`src/design/hpmc_pkg.sv`:
```
// Constants and register map of the hot plug miscellaneous control bank
package hpmc_pkg;
  localparam int ADDR_W = 8;
  localparam int SLOTS = 6;
  localparam logic [7:0] OFF_MISC = 8'h00;
  localparam logic [7:0] OFF_CFG = 8'h04;
  localparam logic [7:0] OFF_IRQ_STAT = 8'h08;
  localparam logic [7:0] OFF_IRQ_MASK = 8'h0C;
  localparam int B_SCAN = 12;
  localparam int B_FAST = 11;
  localparam int B_FAULT = 10;
  localparam int B_SHUTOFF = 9;
  localparam int B_BUSY = 8;
  localparam int B_PAR = 7;
  localparam int B_SPEED = 6;
  localparam int B_ARB = 5;
  localparam int B_IDLE = 4;
  localparam int B_GIRQ = 3;
  localparam int B_OUTPUT_SHIFT_IRQ_FLAG = 2;
  localparam int B_OUTPUT_SHIFT_IRQ_ENABLE = 1;
  localparam int B_TRIG = 0;
  localparam int B_CFG_FAULT = 13;
  localparam int B_CFG_BUSY = 0;
  localparam int IRQ_W = 3;
  localparam int I_SHIFT = 0;
  localparam int I_ARB = 1;
  localparam int I_SHUTOFF = 2;
  localparam logic [IRQ_W-1:0] IRQ_MASK_RST = 3'h0;
  localparam logic [SLOTS-1:0] SLOT_RST = 6'h00;
  typedef enum logic [1:0] {SEQ_IDLE, SEQ_OFF, SEQ_ON} hpmc_seq_t;
endpackage

```
`src/design/hpmc_top.sv`:
```
// APB register bank and slot output sequencer of the hot plug misc control
//
// The address map and the APB slave port were left to the implementer.
`timescale 1ns/1ps
module hpmc_top #(
  parameter int SLOTS = hpmc_pkg::SLOTS
) (
  input wire logic CLK_SYS_I,
  input wire logic RESET_I,
  input wire logic PSEL_I,
  input wire logic PENABLE_I,
  input wire logic PWRITE_I,
  input wire logic [hpmc_pkg::ADDR_W-1:0] PADDR_I,
  input wire logic [31:0] PWDATA_I,
  output logic [31:0] PRDATA_O,
  output logic PREADY_O,
  output logic PSLVERR_O,
  input wire logic SCAN_IN_DONE_I,
  input wire logic GEN_IRQ_I,
  input wire logic ARB_TIMEOUT_I,
  input wire logic SHIFT_DONE_I,
  input wire logic [SLOTS-1:0] SLOT_REQ_I,
  input wire logic [SLOTS-1:0] SWITCH_OPEN_I,
  output logic SHIFT_START_O,
  output logic SEQ_ENABLE_PHASE_O,
  output logic [SLOTS-1:0] SLOT_ON_O,
  output logic INPUT_SCAN_DONE_O,
  output logic FAULT_ENABLE_O,
  output logic IRQ_O
);

  // Bus decode
  wire setup = PSEL_I & ~PENABLE_I & ~PREADY_O;
  wire access = PSEL_I & PENABLE_I & PREADY_O;
  wire wr = access & PWRITE_I;
  wire sel_misc = PADDR_I == hpmc_pkg::OFF_MISC;
  wire sel_cfg = PADDR_I == hpmc_pkg::OFF_CFG;
  wire sel_stat = PADDR_I == hpmc_pkg::OFF_IRQ_STAT;
  wire sel_mask = PADDR_I == hpmc_pkg::OFF_IRQ_MASK;
  wire mapped = sel_misc | sel_cfg | sel_stat | sel_mask;
  wire wr_misc = wr & sel_misc;
  wire wr_cfg = wr & sel_cfg;
  wire wr_stat = wr & sel_stat;
  wire wr_mask = wr & sel_mask;

  logic scan_q;
  logic fault_q;
  logic shutoff_q;
  logic busy_q;
  logic speed_q;
  logic arb_q;
  logic idle_q;
  logic girq_q;
  logic output_shift_irq_flag_q;
  logic output_shift_irq_enable_q;
  logic trig_q;
  logic cfg_seen_q;
  logic first_q;
  logic start_q;
  logic phase_q;
  logic [SLOTS-1:0] slot_q;
  logic [hpmc_pkg::IRQ_W-1:0] stat_q;
  logic [hpmc_pkg::IRQ_W-1:0] mask_q;
  hpmc_pkg::hpmc_seq_t st_q;
  hpmc_pkg::hpmc_seq_t st_d;

  // Trigger only starts from idle; a one while busy is dropped
  wire go = wr_misc & PWDATA_I[hpmc_pkg::B_TRIG] & ~trig_q;
  wire shift_ack = SHIFT_DONE_I & ~start_q;
  wire seq_done = (st_q == hpmc_pkg::SEQ_ON) & shift_ack;
  wire off_done = (st_q == hpmc_pkg::SEQ_OFF) & shift_ack;
  // Auto shutoff waits for idle so it never races the sequencer
  wire [SLOTS-1:0] auto_off = (st_q == hpmc_pkg::SEQ_IDLE && !shutoff_q) ?
                              (slot_q & SWITCH_OPEN_I) : '0;
  wire shut_evt = |auto_off;
  wire busy_d = ~(first_q | (seq_done & cfg_seen_q)) |
                (st_d != hpmc_pkg::SEQ_IDLE);
  wire [hpmc_pkg::IRQ_W-1:0] evt = {shut_evt, ARB_TIMEOUT_I, seq_done};
  wire [hpmc_pkg::IRQ_W-1:0] w1c = wr_stat ? PWDATA_I[hpmc_pkg::IRQ_W-1:0] : '0;

  wire [15:0] misc_rd = {3'h0, scan_q, 1'b1, fault_q, shutoff_q, busy_q,
                         1'b0, speed_q, arb_q, idle_q, girq_q, output_shift_irq_flag_q,
                         output_shift_irq_enable_q, trig_q};
  wire [15:0] cfg_rd = {2'h0, fault_q, 12'h000, busy_q};
  wire [31:0] rd_mux = sel_misc ? {16'h0000, misc_rd} :
                       sel_cfg ? {16'h0000, cfg_rd} :
                       sel_stat ? {29'h0, stat_q} :
                       sel_mask ? {29'h0, mask_q} : 32'h0;

  // Sequencer: always one disable pass, then one enable pass
  always_comb begin
    st_d = st_q;
    case (st_q)
      hpmc_pkg::SEQ_IDLE: begin
        if (go) begin
          st_d = hpmc_pkg::SEQ_OFF;
        end
      end
      hpmc_pkg::SEQ_OFF: begin
        if (off_done) begin
          st_d = hpmc_pkg::SEQ_ON;
        end
      end
      hpmc_pkg::SEQ_ON: begin
        if (seq_done) begin
          st_d = hpmc_pkg::SEQ_IDLE;
        end
      end
      default: st_d = hpmc_pkg::SEQ_IDLE;
    endcase
  end

  // Zero wait state slave; answer is registered in the setup cycle
  always_ff @(posedge CLK_SYS_I) begin
    if (RESET_I) begin
      PREADY_O <= 1'b0;
      PSLVERR_O <= 1'b0;
      PRDATA_O <= 32'h0;
    end else begin
      PREADY_O <= setup;
      PSLVERR_O <= setup & ~mapped;
      PRDATA_O <= setup ? rd_mux : 32'h0;
    end
  end

  always_ff @(posedge CLK_SYS_I) begin
    if (RESET_I) begin
      st_q <= hpmc_pkg::SEQ_IDLE;
      start_q <= 1'b0;
      phase_q <= 1'b0;
      trig_q <= 1'b0;
    end else begin
      st_q <= st_d;
      start_q <= go | off_done;
      phase_q <= off_done ? 1'b1 : (go ? 1'b0 : phase_q);
      trig_q <= go | (trig_q & ~seq_done);
    end
  end

  always_ff @(posedge CLK_SYS_I) begin
    if (RESET_I) begin
      slot_q <= hpmc_pkg::SLOT_RST;
    end else if (off_done) begin
      slot_q <= slot_q & SLOT_REQ_I;
    end else if (seq_done) begin
      slot_q <= slot_q | SLOT_REQ_I;
    end else begin
      slot_q <= slot_q & ~auto_off;
    end
  end

  // Plain storage bits
  always_ff @(posedge CLK_SYS_I) begin
    if (RESET_I) begin
      shutoff_q <= 1'b0;
      speed_q <= 1'b0;
      idle_q <= 1'b0;
      output_shift_irq_enable_q <= 1'b0;
    end else if (wr_misc) begin
      shutoff_q <= PWDATA_I[hpmc_pkg::B_SHUTOFF];
      speed_q <= PWDATA_I[hpmc_pkg::B_SPEED];
      idle_q <= PWDATA_I[hpmc_pkg::B_IDLE];
      output_shift_irq_enable_q <= PWDATA_I[hpmc_pkg::B_OUTPUT_SHIFT_IRQ_ENABLE];
    end
  end

  // One fault enable bit, written from either copy
  always_ff @(posedge CLK_SYS_I) begin
    if (RESET_I) begin
      fault_q <= 1'b0;
    end else if (wr_misc) begin
      fault_q <= PWDATA_I[hpmc_pkg::B_FAULT];
    end else if (wr_cfg) begin
      fault_q <= PWDATA_I[hpmc_pkg::B_CFG_FAULT];
    end
  end

  // Software set beats the scan logic clear in the same cycle
  always_ff @(posedge CLK_SYS_I) begin
    if (RESET_I) begin
      scan_q <= 1'b0;
    end else if (wr_misc && PWDATA_I[hpmc_pkg::B_SCAN]) begin
      scan_q <= 1'b1;
    end else if (SCAN_IN_DONE_I) begin
      scan_q <= 1'b0;
    end
  end

  // Flags that hardware sets: set wins over the write-one clear
  always_ff @(posedge CLK_SYS_I) begin
    if (RESET_I) begin
      arb_q <= 1'b0;
      output_shift_irq_flag_q <= 1'b0;
      girq_q <= 1'b0;
      stat_q <= '0;
      mask_q <= hpmc_pkg::IRQ_MASK_RST;
    end else begin
      arb_q <= ARB_TIMEOUT_I |
               (arb_q & ~(wr_misc & PWDATA_I[hpmc_pkg::B_ARB]));
      output_shift_irq_flag_q <= (seq_done & output_shift_irq_enable_q) |
                (output_shift_irq_flag_q & ~(wr_misc & PWDATA_I[hpmc_pkg::B_OUTPUT_SHIFT_IRQ_FLAG]));
      girq_q <= GEN_IRQ_I;
      stat_q <= evt | (stat_q & ~w1c);
      mask_q <= wr_mask ? PWDATA_I[hpmc_pkg::IRQ_W-1:0] : mask_q;
    end
  end

  always_ff @(posedge CLK_SYS_I) begin
    if (RESET_I) begin
      cfg_seen_q <= 1'b0;
      first_q <= 1'b0;
      busy_q <= 1'b1;
    end else begin
      cfg_seen_q <= cfg_seen_q | wr_cfg;
      first_q <= first_q | (seq_done & cfg_seen_q);
      busy_q <= busy_d;
    end
  end

  // Shift irq flag also feeds the line, independent of the status mask
  always_ff @(posedge CLK_SYS_I) begin
    if (RESET_I) begin
      IRQ_O <= 1'b0;
    end else begin
      IRQ_O <= |(stat_q & mask_q) | output_shift_irq_flag_q;
    end
  end

  assign SHIFT_START_O = start_q;
  assign SEQ_ENABLE_PHASE_O = phase_q;
  assign SLOT_ON_O = slot_q;
  assign INPUT_SCAN_DONE_O = scan_q;
  assign FAULT_ENABLE_O = fault_q;

  // Checks
  a_trig_start: assert property (@(posedge CLK_SYS_I) disable iff (RESET_I)
    go |=> trig_q && start_q && !phase_q)
    else $error("trigger write did not start shift");
  a_trig_ignore: assert property (@(posedge CLK_SYS_I) disable iff (RESET_I)
    (wr_misc && !PWDATA_I[hpmc_pkg::B_TRIG] && !trig_q) |=> !trig_q && !start_q)
    else $error("zero write changed trigger");
  a_trig_clear: assert property (@(posedge CLK_SYS_I) disable iff (RESET_I)
    seq_done |=> !trig_q && st_q == hpmc_pkg::SEQ_IDLE)
    else $error("trigger not cleared at completion");
  a_off_first: assert property (@(posedge CLK_SYS_I) disable iff (RESET_I)
    $rose(SHIFT_START_O) && SEQ_ENABLE_PHASE_O |-> $past(st_q) == hpmc_pkg::SEQ_OFF)
    else $error("enable pass before disable pass");
  a_output_shift_irq_flag_set: assert property (@(posedge CLK_SYS_I) disable iff (RESET_I)
    $fell(trig_q) && $past(output_shift_irq_enable_q) |-> output_shift_irq_flag_q)
    else $error("shift irq flag missed");
  a_output_shift_irq_flag_none: assert property (@(posedge CLK_SYS_I) disable iff (RESET_I)
    !output_shift_irq_flag_q && !output_shift_irq_enable_q |=> !output_shift_irq_flag_q)
    else $error("shift irq without enable");
  a_arb_clear: assert property (@(posedge CLK_SYS_I) disable iff (RESET_I)
    (arb_q && wr_misc && PWDATA_I[hpmc_pkg::B_ARB] && !ARB_TIMEOUT_I) |=> !arb_q)
    else $error("arbiter flag not cleared");
  a_arb_set: assert property (@(posedge CLK_SYS_I) disable iff (RESET_I)
    ARB_TIMEOUT_I |=> arb_q)
    else $error("arbiter flag not set");
  a_scan_clear: assert property (@(posedge CLK_SYS_I) disable iff (RESET_I)
    SCAN_IN_DONE_I && !wr_misc |=> !scan_q)
    else $error("scan done not cleared");
  a_busy_hold: assert property (@(posedge CLK_SYS_I) disable iff (RESET_I)
    !first_q |-> busy_q || $past(RESET_I))
    else $error("busy dropped before first update");
  a_busy_mirror: assert property (@(posedge CLK_SYS_I) disable iff (RESET_I)
    cfg_rd[hpmc_pkg::B_CFG_BUSY] == misc_rd[hpmc_pkg::B_BUSY])
    else $error("busy copies differ");
  a_fault_share: assert property (@(posedge CLK_SYS_I) disable iff (RESET_I)
    wr_cfg |=> fault_q == $past(PWDATA_I[hpmc_pkg::B_CFG_FAULT]))
    else $error("fault enable not shared");
  a_auto_off: assert property (@(posedge CLK_SYS_I) disable iff (RESET_I)
    (st_q == hpmc_pkg::SEQ_IDLE && !shutoff_q && |(slot_q & SWITCH_OPEN_I))
    |=> (slot_q & $past(SWITCH_OPEN_I)) == '0)
    else $error("open slot not shut off");
  a_girq_track: assert property (@(posedge CLK_SYS_I) disable iff (RESET_I)
    ##1 girq_q == $past(GEN_IRQ_I))
    else $error("general irq pending wrong");
  a_fixed_bits: assert property (@(posedge CLK_SYS_I) disable iff (RESET_I)
    misc_rd[hpmc_pkg::B_FAST] && !misc_rd[hpmc_pkg::B_PAR])
    else $error("fixed flags wrong");
  a_store_bits: assert property (@(posedge CLK_SYS_I) disable iff (RESET_I)
    wr_misc |=> speed_q == $past(PWDATA_I[hpmc_pkg::B_SPEED]) &&
                idle_q == $past(PWDATA_I[hpmc_pkg::B_IDLE]))
    else $error("storage bits lost");
  a_busy_read: assert property (@(posedge CLK_SYS_I) disable iff (RESET_I)
    st_q != hpmc_pkg::SEQ_IDLE |-> trig_q)
    else $error("trigger reads idle while running");
  a_busy_run: assert property (@(posedge CLK_SYS_I) disable iff (RESET_I)
    st_q != hpmc_pkg::SEQ_IDLE |-> busy_q)
    else $error("busy low while sequencer runs");
  a_busy_reset: assert property (@(posedge CLK_SYS_I) disable iff (RESET_I)
    $past(RESET_I) |-> busy_q)
    else $error("busy low after reset");
  a_cfg_rd_busy: assert property (@(posedge CLK_SYS_I) disable iff (RESET_I)
    PREADY_O && sel_cfg && !PWRITE_I |-> PRDATA_O[hpmc_pkg::B_CFG_BUSY] == $past(busy_q))
    else $error("config copy busy read wrong");
  a_cfg_rd_fault: assert property (@(posedge CLK_SYS_I) disable iff (RESET_I)
    PREADY_O && sel_cfg && !PWRITE_I |-> PRDATA_O[hpmc_pkg::B_CFG_FAULT] == $past(fault_q))
    else $error("config copy fault read wrong");
  a_misc_rd_trig: assert property (@(posedge CLK_SYS_I) disable iff (RESET_I)
    PREADY_O && sel_misc && !PWRITE_I |-> PRDATA_O[hpmc_pkg::B_TRIG] == $past(trig_q))
    else $error("trigger read does not show busy");
  a_fast_read: assert property (@(posedge CLK_SYS_I) disable iff (RESET_I)
    PREADY_O && sel_misc |-> PRDATA_O[hpmc_pkg::B_FAST] && !PRDATA_O[hpmc_pkg::B_PAR])
    else $error("fixed flags read wrong");
  a_irq_line: assert property (@(posedge CLK_SYS_I) disable iff (RESET_I)
    output_shift_irq_flag_q |=> IRQ_O)
    else $error("shift irq flag not on the line");
  a_start_pulse: assert property (@(posedge CLK_SYS_I) disable iff (RESET_I)
    SHIFT_START_O |=> !SHIFT_START_O)
    else $error("start longer than one cycle");
  a_on_after_off: assert property (@(posedge CLK_SYS_I) disable iff (RESET_I)
    off_done |=> SHIFT_START_O && SEQ_ENABLE_PHASE_O)
    else $error("enable pass did not follow disable pass");
  a_slot_off_pass: assert property (@(posedge CLK_SYS_I) disable iff (RESET_I)
    off_done |=> SLOT_ON_O == ($past(slot_q) & $past(SLOT_REQ_I)))
    else $error("disable pass result wrong");
  a_slot_on_pass: assert property (@(posedge CLK_SYS_I) disable iff (RESET_I)
    seq_done |=> SLOT_ON_O == ($past(slot_q) | $past(SLOT_REQ_I)))
    else $error("enable pass result wrong");
  a_shutoff_hold: assert property (@(posedge CLK_SYS_I) disable iff (RESET_I)
    st_q == hpmc_pkg::SEQ_IDLE && shutoff_q |=> slot_q == $past(slot_q))
    else $error("slot changed with shutoff disabled");
  a_scan_set: assert property (@(posedge CLK_SYS_I) disable iff (RESET_I)
    wr_misc && PWDATA_I[hpmc_pkg::B_SCAN] |=> scan_q)
    else $error("scan done not set by write");
  a_output_shift_irq_flag_clear: assert property (@(posedge CLK_SYS_I) disable iff (RESET_I)
    wr_misc && PWDATA_I[hpmc_pkg::B_OUTPUT_SHIFT_IRQ_FLAG] && !(seq_done && output_shift_irq_enable_q) |=> !output_shift_irq_flag_q)
    else $error("shift irq flag not cleared");
  a_arb_keep: assert property (@(posedge CLK_SYS_I) disable iff (RESET_I)
    arb_q && !(wr_misc && PWDATA_I[hpmc_pkg::B_ARB]) |=> arb_q)
    else $error("arbiter flag lost");
  a_trig_hold: assert property (@(posedge CLK_SYS_I) disable iff (RESET_I)
    trig_q && !seq_done |=> trig_q)
    else $error("trigger cleared before completion");
  a_fault_misc: assert property (@(posedge CLK_SYS_I) disable iff (RESET_I)
    wr_misc |=> fault_q == $past(PWDATA_I[hpmc_pkg::B_FAULT]))
    else $error("fault enable not written");
  a_store_keep: assert property (@(posedge CLK_SYS_I) disable iff (RESET_I)
    !wr_misc |=> speed_q == $past(speed_q) && idle_q == $past(idle_q))
    else $error("storage bits changed");
  a_unmapped_err: assert property (@(posedge CLK_SYS_I) disable iff (RESET_I)
    PREADY_O && !mapped |-> PSLVERR_O && PRDATA_O == 32'h0)
    else $error("unmapped access not refused");

endmodule

```
`config.mk`:
```
export PLATFORM = sky130hd
export DESIGN_NAME = hpmc_top
export DESIGN_NICKNAME = d
export VERILOG_FILES = /design/src/design/hpmc_pkg.sv /design/src/design/hpmc_top.sv
export SDC_FILE = /design/constraint.sdc
export NUM_CORES = 1
export LEC_CHECK = 0
export BUFFER_PORTS_ARGS = -buffer_cell sky130_fd_sc_hd__buf_2
export CAP_MARGIN = 20
export CORE_MARGIN = 2
export CORE_UTILIZATION = 26
export CTS_BUF_LIST = sky130_fd_sc_hd__clkbuf_4 sky130_fd_sc_hd__clkbuf_8 sky130_fd_sc_hd__clkbuf_16
export DETAILED_ROUTE_END_ITERATION = 12
export GPL_TIMING_DRIVEN = 1
export SKIP_CTS_REPAIR_TIMING = 1
export SLEW_MARGIN = 40
export SYNTH_ARGS = -nofsm -noshare
export SYNTH_HDL_FRONTEND = slang
export SYNTH_SLANG_ARGS = --single-unit
```
`constraint.sdc`:
```
create_clock -name CLK_SYS_I -period 1.7 [get_ports CLK_SYS_I]
set_input_delay 0.34 -clock CLK_SYS_I [delete_from_list [all_inputs] [get_ports CLK_SYS_I]]
set_output_delay 0.34 -clock CLK_SYS_I [all_outputs]
set_load 0.01 [all_outputs]
```
# == Word-level counts from Yosys, hierarchy flattened ==
# Index checks and enable logic that the tools add are counted.
# word_totals
reg_bits,64
elab_cells,114
# op_classes
muxes,18
reduce_logical,14
eq_ne,5
bitwise_logic,52
# op_table
operator,n
1-bit AND,22
6-bit AND,3
6-bit 2-to-1 mux,3
"8-bit by 4-bit == test with 1-bit output, second input constant",2
14-bit 2-to-1 mux,1
13-bit 2-to-1 mux,1
1-bit bitwise OR,11
1-bit inverter,10
3-bit 2-to-1 mux,3
"8-bit by 3-bit == test with 1-bit output, second input constant",1
8-bit logical NOT,1
2-bit nonzero test,4
3-bit AND,2
1-bit 2-to-1 mux,6
2-bit 2-to-1 mux,3
6-bit inverter,1
6-bit bitwise OR,1
2-bit one-hot mux with 3 select lines,1
3-bit OR reduction,2
6-bit OR reduction,1
5-bit OR reduction,1
3-bit inverter,1
3-bit bitwise OR,1
"2-bit by 1-bit == test with 1-bit output, second input constant",1
5 further kinds,6

# == Longest topological paths before layout ==
# logic_depth
word_depth,10
ltp_mapped,5
ltp_nobuf,4

# == Worst setup path after synthesis ==
# Ideal clock, no wire load.
# synth_path
path_type,input port to flip-flop
startpoint,input port PADDR_I[1] (netlist bit)
endpoint,register st_q[0]
path_stages,4
n_path_buf,0
setup_time_ps,74
path_slack_ps,-155
t_arrival_ps,1781
path_cell_list,or4_4 > or4_4 > mux2_4 > nor3_2
# synth_between
elab_chain_len,6
# synth_rtl
item,line_no,source
"start, declared",hpmc_top.sv:13,"input wire logic [hpmc_pkg::ADDR_W-1:0] PADDR_I,"
8-bit logical NOT,hpmc_top.sv:36,wire sel_misc = PADDR_I == hpmc_pkg::OFF_MISC;
1-bit AND,hpmc_top.sv:41,wire wr_misc = wr & sel_misc;
1-bit AND (2 in a row),hpmc_top.sv:68,wire go = wr_misc & PWDATA_I[hpmc_pkg::B_TRIG] & ~trig_q;
2-bit 2-to-1 mux,hpmc_top.sv:95,if (go) begin
2-bit one-hot mux with 3 select lines,hpmc_top.sv:93,case (st_q)
"end signal, assigned",hpmc_top.sv:128,st_q <= hpmc_pkg::SEQ_IDLE;
"end signal, assigned",hpmc_top.sv:133,st_q <= st_d;
"end, declared",hpmc_top.sv:64,hpmc_pkg::hpmc_seq_t st_q;
# Every way passes these cells.
# A chain may end at the register's enable or synchronous reset.

# == Final worst setup path ==
# layout_path
startpoint,register trig_q
endpoint,register st_q[0]
# layout_between
elab_chain_len,4
# layout_rtl
item,line_no,source
"start, declared",hpmc_top.sv:56,logic trig_q;
"start signal, assigned",hpmc_top.sv:136,trig_q <= go | (trig_q & ~seq_done);
1-bit inverter,hpmc_top.sv:68,
1-bit AND,hpmc_top.sv:68,
2-bit 2-to-1 mux,hpmc_top.sv:95,
2-bit one-hot mux with 3 select lines,hpmc_top.sv:93,
# Every way passes these cells.

==> impl_results.md <==
- Tcrit/Tclk final: 1.02
- Final slew viol count: 0
- Wire length on met2: 1920 um
- Crit end category: flop
- Clock power frac: 0.441
- Setup Total Neg Slack: -80.6 ps
- Int Pwr: 1.71 mW
- Number of global-route vias before repair: 1397
- Status: finished with violations
- Final Wtd Congestion: 0.781
- P&R area growth vs syn: 36.3%
- Post-DRT Antenna Nets: 0
- CP startpoint: trig_q$_SDFF_PP0_
- TritonCTS clock tree: done
- Minimum clock period after layout: 1740 ps
- RSZ-0062 raised after global routing: true
- Seq cells post-synth: 45
- GRT overflow: 0
- Ranking of synthesized cells by area: dfxtp_1 48%, buf_4 7.6%, mux2i_1 5.4%, nor2_1 4.0%, a21oi_1 3.2%
- FFs w/ async S/R, synth: 0
- Worst Slack Setup Final: -39.6 ps
- Hold Path Sink: PREADY_O$_SDFF_PP0_
- ANT cells: 0
- Cells after DPL: 370
- Proportion of layout cells with a drive suffix above 1: 0.387
- R2R setup slack: -40 ps
- Syn Std Cell Area: 1870 sq um
- CP delay by family, top: simple AND/OR/NAND/NOR gates
- Worst skew pair latency: 290 ps
- Final setup violation count: 5
- Clock sinks: 45
- # port buffers: 64
- Register share of total power: 0.490
- Routed wire per std cell: 11.2 um
- Initial antenna violation count: 0
- Hold Startpoint: RESET_I
- Sw power: 456 uW
- CTS buffer count: 5
- Row count: 30
- Worst r2r dst: st_q[0]$_SDFF_PP0_
- Pwr Density: 852 nW/um^2
- DP HPWL: 3150 um
- Synth cell types: 37
- Worst EP arrival: 1970 ps
- FMAX: 575 MHz
- Worst Path Buf+Inv: 0
- Hold Path Cell Cnt: 2
- Multi-input gate area: 872 sq um
- Storage element area: 902 sq um
- CP max stage delay: 500 ps
- Pleak: 1.14 nW
- Endpoints failing hold: 0
- MaxCap Viol Count: 0
- Slowest cell on crit path: or4_4
- Finished Layout Cells: 380
- Final #Nets: 344
- Crit-path cells: or4b_4 > or4_4 > mux2_4 > nor3_2
- CP Launch Type: flop
- # H-tree levels: 2
- Layout filler cell count: 719
- Share of the synthesized area in the top cell type: 0.483
- Post-synthesis sequential area ratio: 0.483
- Drt first pass iters: 4
- Tot GR Track Use: 0.105
- Clock root buffer: clkbuf_8
- Logic pwr share: 0.069
- Top cell type by total area after synthesis: dfxtp_1
- Worst-path fanout max: 2
- Path type of the worst setup path: reg2reg
- Primary FF master, synth: dfxtp_1
- Die area: 7870 sq um
- Top routing layer used: met4
- DRT met1 WL: 1950 um
- Syn_area_per_cell: 9.38 sq um
- Register-to-Register Path Depth: 4
- Die Y: 88.7 um
- Initial DRC Count: 49
- Starting Density: 0.272
- Vias: 1645
- Via/cell ratio: 4.33
- Synth Warn #: 0
- First-pass GRT wire length: 6400 um
- DRC errors left: 0
- Clock slew at reported path FFs: 90 ps
- Die width: 88.7 um
- Hold Crit Class: in2reg
- Final wirelength: 4260 um
- Pin count of the biggest net entering global routing: 32
- Met3 wire length: 355 um
- CP Data Required Time: 1930 ps
- Core Area: 6870 sq um
- RR Startpoint: trig_q$_SDFF_PP0_
- Post-synthesis cell count: 199
- VDD IR max: 0.579 mV
- Post-synth EDFFs: 0
- Failing checks: negative setup slack
- Ports: 106
- Sw Share: 0.210
- Post-Route Skew: 6.93 ps
- Maximum clock insertion buffer count: 2
-- final cells by class --
type	instances	area share
Sequential cell	45	0.354
Multi-Input combinational cell	139	0.343
Timing Repair Buffer	85	0.193
Tap cell	96	0.0472
Clock buffer	5	0.0270
Clock inverter	3	0.0256
Inverter	7	0.0103
-- routing by layer --
metal | up-vias | track usage
li1 | 830 | -
met1 | 750 | 0.135
met2 | 61 | 0.167
met3 | 4 | 0.0364
met4 | 0 | 0.0289
met5 | - | 0
-- stage by stage --
stage / total power, mW / instance area [sq um] / util / setup WS, ps / hold WS [ps]
after floorplan: 1.18 / 1950 / - / -125 / 406
after global placement: 1.23 / 2360 / 0.343 / -307 / 423
after detailed placement: 1.23 / 2360 / 0.343 / -330 / 427
after CTS: 2.19 / 2490 / 0.363 / -63.1 / 234
after global routing: 2.26 / 2540 / 0.370 / -73.9 / 234
final: 2.17 / 2540 / 0.370 / -39.6 / 240
-- worst max path at each step --
stage | cells after the start | to | slack (ps)
after floorplan | 4 | st_q[0]$_SDFF_PP0_ | -130
after global placement | 5 | stat_q[0]$_SDFF_PP0_ | -310
after detailed placement | 5 | stat_q[0]$_SDFF_PP0_ | -330
after CTS | 4 | st_q[0]$_SDFF_PP0_ | -60
after global routing | 4 | st_q[0]$_SDFF_PP0_ | -70
final | 4 | st_q[0]$_SDFF_PP0_ | -40
-- cell usage in the layout (no fill, tap or decap), types with 2 or more instances in the layout --
master and count:
or4_4 4, clkbuf_8 5, and2_1 7, buf_6 2, nor3b_2 2, nand2_1 11
a22oi_1 4, nand2b_1 3, or2_2 2, inv_1 7, nor4_1 2, nand3_1 2
dfxtp_1 44, nor4b_1 4, bufinv_16 2, nor2b_1 3, mux2i_1 10, a221oi_1 6
nor2_1 20, a21oi_1 12, buf_2 62, a31oi_1 3, o21ai_0 6, buf_4 21
nor3_1 5, o21ai_2 2, conb_1 19
-- cell usage after synthesis (all sizes together), types with 3 or more instances --
library cell / number
nor3: 6
a21oi: 12
nor4b: 4
nor4: 3
nor3b: 3
and2: 7
a221oi: 6
nand2b: 3
a22oi: 4
o21ai: 9
mux2i: 10
or4: 4
nor2b: 3
inv: 7
dfxtp: 45
buf: 21
clkbuf: 5
a31oi: 3
nand2: 11
nor2: 20
-- sequential cells by signal, summed over array words and instances, names as in the netlist, 2 cells and up --
name       cells
SLOT_ON_O      6
stat_q         3
PRDATA_O      13
mask_q         3
st_q           2
-- cells by family after synthesis --
kind of cell / synth area share
muxes: 0.0737
other: 0.00201
AOI/OAI and AO/OA: 0.119
and+or+nand+nor: 0.217
DFF: 0.483
buffers and inverters: 0.105
-- power groups by stage --
stage	combinational (mW)	clock, mW	sequential, mW
4_1_cts	0.140	0.983	1.06
5_1_grt	0.163	1.03	1.06
6_report	0.149	0.957	1.06
3_3_place_gp	0.139	0	1.09
3_5_place_dp	0.140	0	1.09
2_1_floorplan	0.0949	0	1.09
Note: power is estimated with default switching activity, not from simulation.
